## src/rtl/sgsbc_defs.vh

```
`ifndef SGSBC_DEFS_VH
`define SGSBC_DEFS_VH

// ----------------------------------------
// Register byte offsets
// ----------------------------------------
`define SGSBC_OFF_GATE 12'h060
`define SGSBC_OFF_SUSP 12'h068
`define SGSBC_OFF_BCON1 12'h088
`define SGSBC_OFF_BFRAC1 12'h08c
`define SGSBC_OFF_BTIM1 12'h090
`define SGSBC_OFF_BCON2 12'h098
`define SGSBC_OFF_BFRAC2 12'h09c
`define SGSBC_OFF_BTIM2 12'h0a0

// ----------------------------------------
// Writable masks and reset values
// ----------------------------------------
`define SGSBC_GATE_MASK 32'h0000051f
`define SGSBC_GATE_RST 32'h00000000
`define SGSBC_SUSP_MASK 32'h000006df
`define SGSBC_SUSP_RST 32'h00000081
`define SGSBC_BAUD_CONTROL_RST 4'h0
`define SGSBC_FSEL_RST 5'h00
`define SGSBC_RELOAD_RST 11'h000

// ----------------------------------------
// Gating request bit positions
// ----------------------------------------
`define SGSBC_G_T21 10
`define SGSBC_G_SER2 8
`define SGSBC_G_GPT 4
`define SGSBC_G_T2 3
`define SGSBC_G_CAPCOMP 2
`define SGSBC_G_SER1 1
`define SGSBC_G_CONV1 0

// ----------------------------------------
// Suspend bit positions
// ----------------------------------------
`define SGSBC_S_CONV1 10
`define SGSBC_S_MEAS 9
`define SGSBC_S_EXTWD 7
`define SGSBC_S_T21 6
`define SGSBC_S_GPT 4
`define SGSBC_S_T2 3
`define SGSBC_S_PWMB 2
`define SGSBC_S_PWMA 1
`define SGSBC_S_INTWD 0
`define SGSBC_S_TOP 10

// ----------------------------------------
// Baud control fields
// ----------------------------------------
`define SGSBC_B_RUN 0
`define SGSBC_B_PRE_HI 3
`define SGSBC_B_PRE_LO 1
`define SGSBC_TIM_LO 16
`define SGSBC_TIM_HI 26
`define SGSBC_FRAC_TLO 5

`endif

```

## src/rtl/sgsbc_baud_gen.v

```verilog
`timescale 1ns/1ps
`default_nettype none

module sgsbc_baud_gen #(
  parameter RW = 11,
  parameter FW = 5,
  parameter PW = 3
) (
  input wire clk,
  input wire rst_n,
  input wire run,
  input wire [PW-1:0] prescale,
  input wire [RW-1:0] reload,
  input wire [FW-1:0] fracSel,
  output wire [RW-1:0] timerValue,
  output wire baudTick
);

  reg [4:0] preCnt_ff;
  reg [RW-1:0] timer_ff;
  reg [FW-1:0] acc_ff;
  reg extra_ff;
  reg runD_ff;
  reg tick_ff;
  reg [4:0] divMask;
  reg [FW:0] accSum;

  wire start = run & ~runD_ff;
  wire divTick = (preCnt_ff == divMask);

  // Reserved prescale codes fall back to the slowest division
  always @* begin
    case (prescale)
      3'h0: divMask = 5'h00;
      3'h1: divMask = 5'h01;
      3'h2: divMask = 5'h03;
      3'h3: divMask = 5'h07;
      3'h4: divMask = 5'h0f;
      default: divMask = 5'h1f;
    endcase
    accSum = {1'b0, acc_ff} + {1'b0, fracSel};
  end

  always @(posedge clk or negedge rst_n) begin
    if (!rst_n) begin
      preCnt_ff <= 5'h00;
      timer_ff <= {RW{1'b0}};
      acc_ff <= {FW{1'b0}};
      extra_ff <= 1'b0;
      runD_ff <= 1'b0;
      tick_ff <= 1'b0;
    end else begin
      runD_ff <= run;
      tick_ff <= 1'b0;
      if (start) begin
        // First cycle after run goes high: load reload, clear fraction accumulator
        timer_ff <= reload;
        acc_ff <= {FW{1'b0}};
        extra_ff <= 1'b0;
        preCnt_ff <= 5'h00;
      end else if (!run) begin
        preCnt_ff <= 5'h00;
      end else begin
        preCnt_ff <= divTick ? 5'h00 : preCnt_ff + 5'h01;
        if (divTick) begin
          if (reload == {RW{1'b0}}) begin
            tick_ff <= 1'b1;
          end else if (extra_ff) begin
            // Stretch one divided period to realise n/32
            extra_ff <= 1'b0;
          end else if (timer_ff <= {{(RW-1){1'b0}}, 1'b1}) begin
            tick_ff <= 1'b1;
            timer_ff <= reload;
            acc_ff <= accSum[FW-1:0];
            extra_ff <= accSum[FW];
          end else begin
            timer_ff <= timer_ff - {{(RW-1){1'b0}}, 1'b1};
          end
        end
      end
    end
  end

  assign timerValue = timer_ff;
  assign baudTick = tick_ff;

endmodule

`default_nettype wire

```

## src/rtl/sgsbc_top.v

```verilog
// Chosen here: the APB interface to the registers.
`timescale 1ns/1ps
`default_nettype none
`include "sgsbc_defs.vh"

// Contract
// - Gating request bits for timers at 10,4,3
// - Gating request bits for serial, converter 8,1,0
// - Gating request bit 2 for capture/compare unit
// - Request held; peripheral synchronises its clock off
// - Suspend only during debug halt, per bit
// - Suspend gates counter clock only
// - Suspend bits 10,9,7 converter, measurement, watchdog
// - Suspend bits 6,4,3 for timers
// - Bit 2 suspend forces PWM B inactive
// - Bit 1 forces PWM A inactive, capture off
// - Internal watchdog bit 0; reset value 0x81
// - Two independent baud generator register sets
// - Prescaler bits 3:1 divide by 1 to 32
// - Run bit 0 enables the generator
// - Per generator 11-bit reload, 5-bit fraction
// - Low byte timer[2:0]+fraction; high upper timer
// - Load timer first cycle after run set
// - Fractional divider n/32 from bits 4:0
// - Fraction ignored when reload is zero
// - Reload zero bypasses timer; else reload count
// - Reload writes blocked while run is set
// - Reserved bits read as zero
module sgsbc_top #(
  parameter AW = 12,
  parameter RW = 11,
  parameter FW = 5,
  parameter PW = 3
) (
  input wire clk,
  input wire rst_n,
  input wire psel,
  input wire penable,
  input wire pwrite,
  input wire [AW-1:0] paddr,
  input wire [31:0] pwdata,
  output wire [31:0] prdata,
  output wire pready,
  output wire pslverr,
  input wire dbgHalt,
  output wire timerTwentyoneOffReq,
  output wire serialChanTwoOffReq,
  output wire gpTimerBlockOffReq,
  output wire timerTwoOffReq,
  output wire capcompOffReq,
  output wire serialChanOneOffReq,
  output wire converterOneOffReq,
  output wire converterOneHalt,
  output wire measurementHalt,
  output wire extWatchdogHalt,
  output wire timerTwentyoneHalt,
  output wire gpTimerBlockHalt,
  output wire timerTwoHalt,
  output wire pwmTimerBHalt,
  output wire pwmTimerAHalt,
  output wire intWatchdogHalt,
  output wire pwmBOutInactive,
  output wire pwmAOutInactive,
  output wire captureADisable,
  output wire baudTickOne,
  output wire baudTickTwo
);

  // ----------------------------------------
  // State
  // ----------------------------------------
  reg [31:0] gateReg_ff;
  reg [31:0] suspReg_ff;
  reg [`SGSBC_S_TOP:0] halt_ff;
  reg pwmBOff_ff;
  reg pwmAOff_ff;
  reg capAOff_ff;
  reg [31:0] prdata_ff;
  reg pready_ff;
  reg pslverr_ff;
  reg [3:0] baud_control_ff [0:1];
  reg [FW-1:0] fsel_ff [0:1];
  reg [RW-1:0] reload_ff [0:1];
  wire [RW-1:0] timerVal [0:1];
  wire [1:0] tick;
  reg [31:0] nxt_prdata;
  reg nxt_pslverr;

  // ----------------------------------------
  // APB handshake
  // ----------------------------------------
  // Registered answer: pready rises in the first access cycle, so every
  // transfer completes with zero wait states.
  wire setup = psel & ~penable & ~pready_ff;
  wire wrEn = psel & penable & pready_ff & pwrite & ~pslverr_ff;
  wire hitGate = (paddr == `SGSBC_OFF_GATE);
  wire hitSusp = (paddr == `SGSBC_OFF_SUSP);

  always @(posedge clk or negedge rst_n) begin
    if (!rst_n) begin
      pready_ff <= 1'b0;
      pslverr_ff <= 1'b0;
      prdata_ff <= 32'h00000000;
    end else begin
      pready_ff <= setup;
      if (setup) begin
        pslverr_ff <= nxt_pslverr;
        prdata_ff <= pwrite ? 32'h00000000 : nxt_prdata;
      end else begin
        pslverr_ff <= 1'b0;
        prdata_ff <= 32'h00000000;
      end
    end
  end

  // ----------------------------------------
  // Read decode
  // ----------------------------------------
  always @* begin
    nxt_prdata = 32'h00000000;
    nxt_pslverr = 1'b0;
    case (paddr)
      `SGSBC_OFF_GATE: nxt_prdata = gateReg_ff & `SGSBC_GATE_MASK;
      `SGSBC_OFF_SUSP: nxt_prdata = suspReg_ff & `SGSBC_SUSP_MASK;
      `SGSBC_OFF_BCON1: nxt_prdata = {28'h0000000, baud_control_ff[0]};
      `SGSBC_OFF_BCON2: nxt_prdata = {28'h0000000, baud_control_ff[1]};
      `SGSBC_OFF_BFRAC1: nxt_prdata = {24'h000000, timerVal[0][2:0], fsel_ff[0]};
      `SGSBC_OFF_BFRAC2: nxt_prdata = {24'h000000, timerVal[1][2:0], fsel_ff[1]};
      `SGSBC_OFF_BTIM1: nxt_prdata = {5'h00, timerVal[0], 5'h00, reload_ff[0]};
      `SGSBC_OFF_BTIM2: nxt_prdata = {5'h00, timerVal[1], 5'h00, reload_ff[1]};
      default: nxt_pslverr = 1'b1;
    endcase
  end

  // ----------------------------------------
  // Gating and suspend registers
  // ----------------------------------------
  always @(posedge clk or negedge rst_n) begin
    if (!rst_n) begin
      gateReg_ff <= `SGSBC_GATE_RST;
      suspReg_ff <= `SGSBC_SUSP_RST;
    end else begin
      // Request stays a level; the peripheral stops its own clock
      if (wrEn && hitGate) begin
        gateReg_ff <= pwdata & `SGSBC_GATE_MASK;
      end
      if (wrEn && hitSusp) begin
        suspReg_ff <= pwdata & `SGSBC_SUSP_MASK;
      end
    end
  end

  // Halt vector follows the debug halt level, so counting resumes from
  // the held value one cycle after halt drops; no reload on resume.
  always @(posedge clk or negedge rst_n) begin
    if (!rst_n) begin
      halt_ff <= {(`SGSBC_S_TOP+1){1'b0}};
      pwmBOff_ff <= 1'b0;
      pwmAOff_ff <= 1'b0;
      capAOff_ff <= 1'b0;
    end else begin
      halt_ff <= suspReg_ff[`SGSBC_S_TOP:0] & {(`SGSBC_S_TOP+1){dbgHalt}};
      pwmBOff_ff <= dbgHalt & suspReg_ff[`SGSBC_S_PWMB];
      pwmAOff_ff <= dbgHalt & suspReg_ff[`SGSBC_S_PWMA];
      capAOff_ff <= dbgHalt & suspReg_ff[`SGSBC_S_PWMA];
    end
  end

  // ----------------------------------------
  // Baud generator register sets
  // ----------------------------------------
  genvar ch;
  generate
    for (ch = 0; ch < 2; ch = ch + 1) begin : gBaud
      wire [AW-1:0] offCon = (ch == 0) ? `SGSBC_OFF_BCON1 : `SGSBC_OFF_BCON2;
      wire [AW-1:0] offFrac = (ch == 0) ? `SGSBC_OFF_BFRAC1 : `SGSBC_OFF_BFRAC2;
      wire [AW-1:0] offTim = (ch == 0) ? `SGSBC_OFF_BTIM1 : `SGSBC_OFF_BTIM2;
      wire running = baud_control_ff[ch][`SGSBC_B_RUN];

      always @(posedge clk or negedge rst_n) begin
        if (!rst_n) begin
          baud_control_ff[ch] <= `SGSBC_BAUD_CONTROL_RST;
          fsel_ff[ch] <= `SGSBC_FSEL_RST;
          reload_ff[ch] <= `SGSBC_RELOAD_RST;
        end else begin
          if (wrEn && paddr == offCon) begin
            baud_control_ff[ch] <= pwdata[3:0];
          end
          if (wrEn && paddr == offFrac) begin
            fsel_ff[ch] <= pwdata[FW-1:0];
          end
          // Writes while running are dropped without an error answer
          if (wrEn && paddr == offTim && !running) begin
            reload_ff[ch] <= pwdata[RW-1:0];
          end
        end
      end

      sgsbc_baud_gen #(
        .RW(RW),
        .FW(FW),
        .PW(PW)
      ) uGen (
        .clk(clk),
        .rst_n(rst_n),
        .run(running),
        .prescale(baud_control_ff[ch][`SGSBC_B_PRE_HI:`SGSBC_B_PRE_LO]),
        .reload(reload_ff[ch]),
        .fracSel(fsel_ff[ch]),
        .timerValue(timerVal[ch]),
        .baudTick(tick[ch])
      );
    end
  endgenerate

  // ----------------------------------------
  // Outputs
  // ----------------------------------------
  assign prdata = prdata_ff;
  assign pready = pready_ff;
  assign pslverr = pslverr_ff;
  assign timerTwentyoneOffReq = gateReg_ff[`SGSBC_G_T21];
  assign serialChanTwoOffReq = gateReg_ff[`SGSBC_G_SER2];
  assign gpTimerBlockOffReq = gateReg_ff[`SGSBC_G_GPT];
  assign timerTwoOffReq = gateReg_ff[`SGSBC_G_T2];
  assign capcompOffReq = gateReg_ff[`SGSBC_G_CAPCOMP];
  assign serialChanOneOffReq = gateReg_ff[`SGSBC_G_SER1];
  assign converterOneOffReq = gateReg_ff[`SGSBC_G_CONV1];
  assign converterOneHalt = halt_ff[`SGSBC_S_CONV1];
  assign measurementHalt = halt_ff[`SGSBC_S_MEAS];
  assign extWatchdogHalt = halt_ff[`SGSBC_S_EXTWD];
  assign timerTwentyoneHalt = halt_ff[`SGSBC_S_T21];
  assign gpTimerBlockHalt = halt_ff[`SGSBC_S_GPT];
  assign timerTwoHalt = halt_ff[`SGSBC_S_T2];
  assign pwmTimerBHalt = halt_ff[`SGSBC_S_PWMB];
  assign pwmTimerAHalt = halt_ff[`SGSBC_S_PWMA];
  assign intWatchdogHalt = halt_ff[`SGSBC_S_INTWD];
  assign pwmBOutInactive = pwmBOff_ff;
  assign pwmAOutInactive = pwmAOff_ff;
  assign captureADisable = capAOff_ff;
  assign baudTickOne = tick[0];
  assign baudTickTwo = tick[1];

endmodule

`default_nettype wire

```

## config.mk

```make
export PLATFORM = sky130hd
export DESIGN_NAME = sgsbc_top
export DESIGN_NICKNAME = d
export VERILOG_FILES = /design/src/rtl/sgsbc_baud_gen.v /design/src/rtl/sgsbc_top.v
export VERILOG_INCLUDE_DIRS = /design/src /design/src/rtl
export SDC_FILE = /design/constraint.sdc
export NUM_CORES = 1
export LEC_CHECK = 0
export ABC_AREA = 0
export BUFFER_PORTS_ARGS = -buffer_cell sky130_fd_sc_hd__buf_4
export CORE_MARGIN = 8
export CORE_UTILIZATION = 40
export DETAILED_ROUTE_END_ITERATION = 10
export HOLD_SLACK_MARGIN = 0.05
export REMOVE_ABC_BUFFERS = 1
export SLEW_MARGIN = 10
export SYNTH_ARGS = -nofsm -noshare
export SYNTH_HDL_FRONTEND = slang
export SYNTH_SLANG_ARGS = --single-unit
```

## constraint.sdc

```tcl
create_clock -name clk -period 3.4 [get_ports clk]
set_input_delay 0.68 -clock clk [delete_from_list [all_inputs] [get_ports clk]]
set_output_delay 0.68 -clock clk [all_outputs]
set_load 0.02 [all_outputs]
```

==> summary.txt <==
STA
  • Slew Limit Headroom: 0.303
  • Unrepaired setup endpoints after global routing: no
  • Clk_skew: about 0.008 ns
  • Setup violators final: 0
  • Hold Fails Final Rpt: 0
  • Max-slew violations: 0
  • Final WS setup: between 0.6 and 0.7 ns
  • Maximum clock rate: around 360 MHz
  • Fin crit period: 2.75 ns
  • Slew of the pin with the lowest slew margin: 1.05 ns
  • Setup TNS: 0 ns
  • Crit share post-route: 0.808

Setup path
  • R2R depth: 6
  • RR Endpoint: gBaud[1].uGen.timerValue[6]
  • Worst-path fanout max: 19
  • CP Data Required Time: roughly 3.7 ns
  • Arrival time of the worst setup path: roughly 3.0 ns
  • Worst r2r src: gBaud[1].uGen.timerValue[5]
  • Crit. End Element: flip-flop
  • Startpoint types: flip-flop
  • Worst Setup Path Type: reg2reg
  • R2R setup slack: about 0.65 ns

Logic synthesis
  • Share of the synthesized area in the top cell type: 0.471
  • FFs w/ async S/R, synth: 1.00
  • FF+latch count, synth: 137
  • Top cells by area, synth: dfrtp_1, mux2_2, nor2_1, ha_1, nand2_1
  • Register area share after synthesis: 0.478
  • Ys flop type: dfrtp_1
  • Ys Warns: 0
  • Mapped Area: around 7200 sq um
  • EDFF count, synth: 0
  • Synth cell types: between 70 and 80
  • Post-Synthesis Cells: about 690
  • Post-synth top area cell: dfrtp_1
  • Synth Area per Inst: 10.4 sq um

Global route
  • Gr usage total: 0.183
  • Antenna violations before repair: 0
  • Largest net degree at the start of global routing: 80
  • Total global routing overflow: 0
  • First-pass GRT wire length: ~32000 um
  • Vias in the first global route: between 5000 and 6000

Final layout
  • Post-layout nets: between 800 and 900
  • Layout cells sized above 1: 0.259
  • Filler instances: 1653
  • Synth-to-layout area growth: 19.2%
  • # diodes: 0

Floorplanning
  • Die Y-Extent: around 150 um
  • Core region area: between 15000 and 20000 sq um
  • DIE AREA: roughly 22000 sq um
  • Row cnt: approximately 50
  • Starting Density: 0.404
  • Die Span X: approximately 150 um
  • Io pins: 105

Placement
  • Post-DP HPWL: about 14000 um
  • IO Port Bufs: between 70 and 80
  • GP Congestion: between 0.8 and 0.9
  • DP Worst Slack: approximately 0.52 ns

Run status
  • Run status: complete, no violations

Clock tree
  • Clock Latency Late Sink: 0.42 ns
  • H-tree depth: 4
  • CTS Buffer Depth: 2
  • Register clock-pin slew on the reported worst setup and hold paths: about 0.06 ns
  • CTS root buf: clkbuf_16
  • Cts hold-fix bufs: 0
  • Clock tree sinks: between 100 and 150
  • CTS buffer count: 17
  • CTS tree: yes
  • CTS-repair resized insts: 0
  • Postcts setup bufs: 0

Detailed routing
  • DR WL/cell: between 15 and 20 um
  • Routed vias/inst: around 5.8
  • DRC: 0
  • DR vias: approximately 5800
  • Drt pass-1 iters: 5
  • Routed Antenna Nets: 0
  • Drt initial violations: between 400 and 500
  • Final wirelength: 20000 um

Min path
  • Worst hold path class: in2async

Pwr
  • Leakage: 3.91 nW
  • PD cells: approximately 420 nW/um^2
  • Maximum VDD drop: 351 uV

Job
  • Maxcap violations: 0
-- synth_stat cells (6+ instances only) --
cell	n
nand2b_1	6
clkbuf_1	32
dfrtp_1	135
nor2b_1	7
mux2_2	59
nand3_1	12
a21oi_1	34
a22oi_1	19
inv_1	16
or4_1	8
and2_1	14
a311oi_1	7
o21ai_0	27
nor2_1	54
o31ai_1	6
xor2_1	6
nand4_1	8
ha_1	16
nand2_1	50
a31oi_1	6
mux2i_1	6
nor3_1	22
buf_4	13
nor4_1	15
-- layer usage --
| metal | global-route usage | wire, um | vias up |
|---|---|---|---|
| li1 | - | - | 2695 |
| met1 | 0.238 | 8900 | 2851 |
| met2 | 0.288 | 9390 | 204 |
| met3 | 0.0420 | 1180 | 38 |
| met4 | 0.0750 | 505 | 0 |
| met5 | 0 | 0 | - |
-- report_power, final --
group / total (mW) / internal [mW] / switching [mW]
combinational: 0.143 / 0.0452 / 0.0975
sequential: 1.64 / 1.63 / 0.00386
clock: 1.84 / 1.16 / 0.675
-- layout by cell type (no fill, tap or decap), types with 17 or more instances in the layout --
cell type | netlist | final
buf_4 | 13 | 91
a22oi_1 | 19 | 19
o21ai_0 | 27 | 27
clkbuf_16 | 0 | 17
a21oi_1 | 34 | 34
nor2_1 | 54 | 54
nand2_1 | 50 | 50
mux2_2 | 59 | 59
dfrtp_1 | 135 | 135
nor3_1 | 22 | 21
-- registers in the layout, summed over array words and instances (netlist names), 7 cells and up --
| signal | flops |
|---|---|
| baud_control_ff | 8 |
| fsel_ff | 10 |
| gBaud.uGen.acc_ff | 10 |
| gBaud.uGen.preCnt_ff | 10 |
| gBaud.uGen.timerValue | 22 |
| gateReg_ff | 7 |
| halt_ff | 9 |
| prdata | 22 |
| reload_ff | 22 |
| suspReg_ff | 9 |
-- worst max path at each step --
stage	start	to	depth (start not counted)
after floorplan	paddr[9]	reload_ff[11]	4
after global placement	paddr[9]	fsel_ff[5]	7
after detailed placement	paddr[9]	fsel_ff[9]	7
after CTS	gBaud[1].uGen.timerValue[5]	gBaud[1].uGen.timerValue[6]	6
after global routing	gBaud[1].uGen.timerValue[5]	gBaud[1].uGen.timerValue[6]	6
final	gBaud[1].uGen.timerValue[5]	gBaud[1].uGen.timerValue[6]	6
-- cells by family (layout without fill, tap and decap cells) --
logic type | count (synthesis) | in the layout | synth area share
adders and majority gates | 18 | 18 | 0.0335
other | 1 | 10 | 0.000523
xor gates and xnor gates | 10 | 10 | 0.0122
muxes | 65 | 65 | 0.101
and+or+nand+nor | 232 | 232 | 0.172
AOI/OAI and AO/OA | 161 | 161 | 0.159
DFF | 137 | 137 | 0.478
buffers and inverters | 67 | 140 | 0.0434
-- critical path: stages (launching register included) --
cell and delay (ns):
dfrtp_1 0.43, or4_1 0.70, o41ai_4 0.62, buf_4 0.32, nor2_1 0.08, o311ai_0 0.32
o21ai_0 0.14
-- per-stage QoR --
| step | hold WS, ns | utilization | area [sq um] | instances | power [mW] |
|---|---|---|---|---|---|
| floorplan | 0.384 | - | 6960 | 649 | 1.71 |
| global placement | 0.494 | 0.448 | 7970 | 971 | 1.81 |
| detailed placement | 0.511 | 0.448 | 7970 | 971 | 1.81 |
| CTS | 0.338 | 0.481 | 8550 | 1002 | 3.65 |
| global route | 0.369 | 0.481 | 8550 | 1002 | 3.74 |
| finish | 0.309 | 0.481 | 8550 | 1002 | 3.62 |
-- cell type report --
class / count / area (sq um) / share of cell area
Clock inverter: 9 / 124 / 0.0145
Multi-Input combinational cell: 496 / 3480 / 0.407
Timing Repair Buffer: 93 / 714 / 0.0835
Sequential cell: 137 / 3430 / 0.401
Clock buffer: 22 / 454 / 0.0531
Tap cell: 229 / 287 / 0.0335
Inverter: 16 / 60.1 / 0.00702
Power figures use the tool's default switching activity.
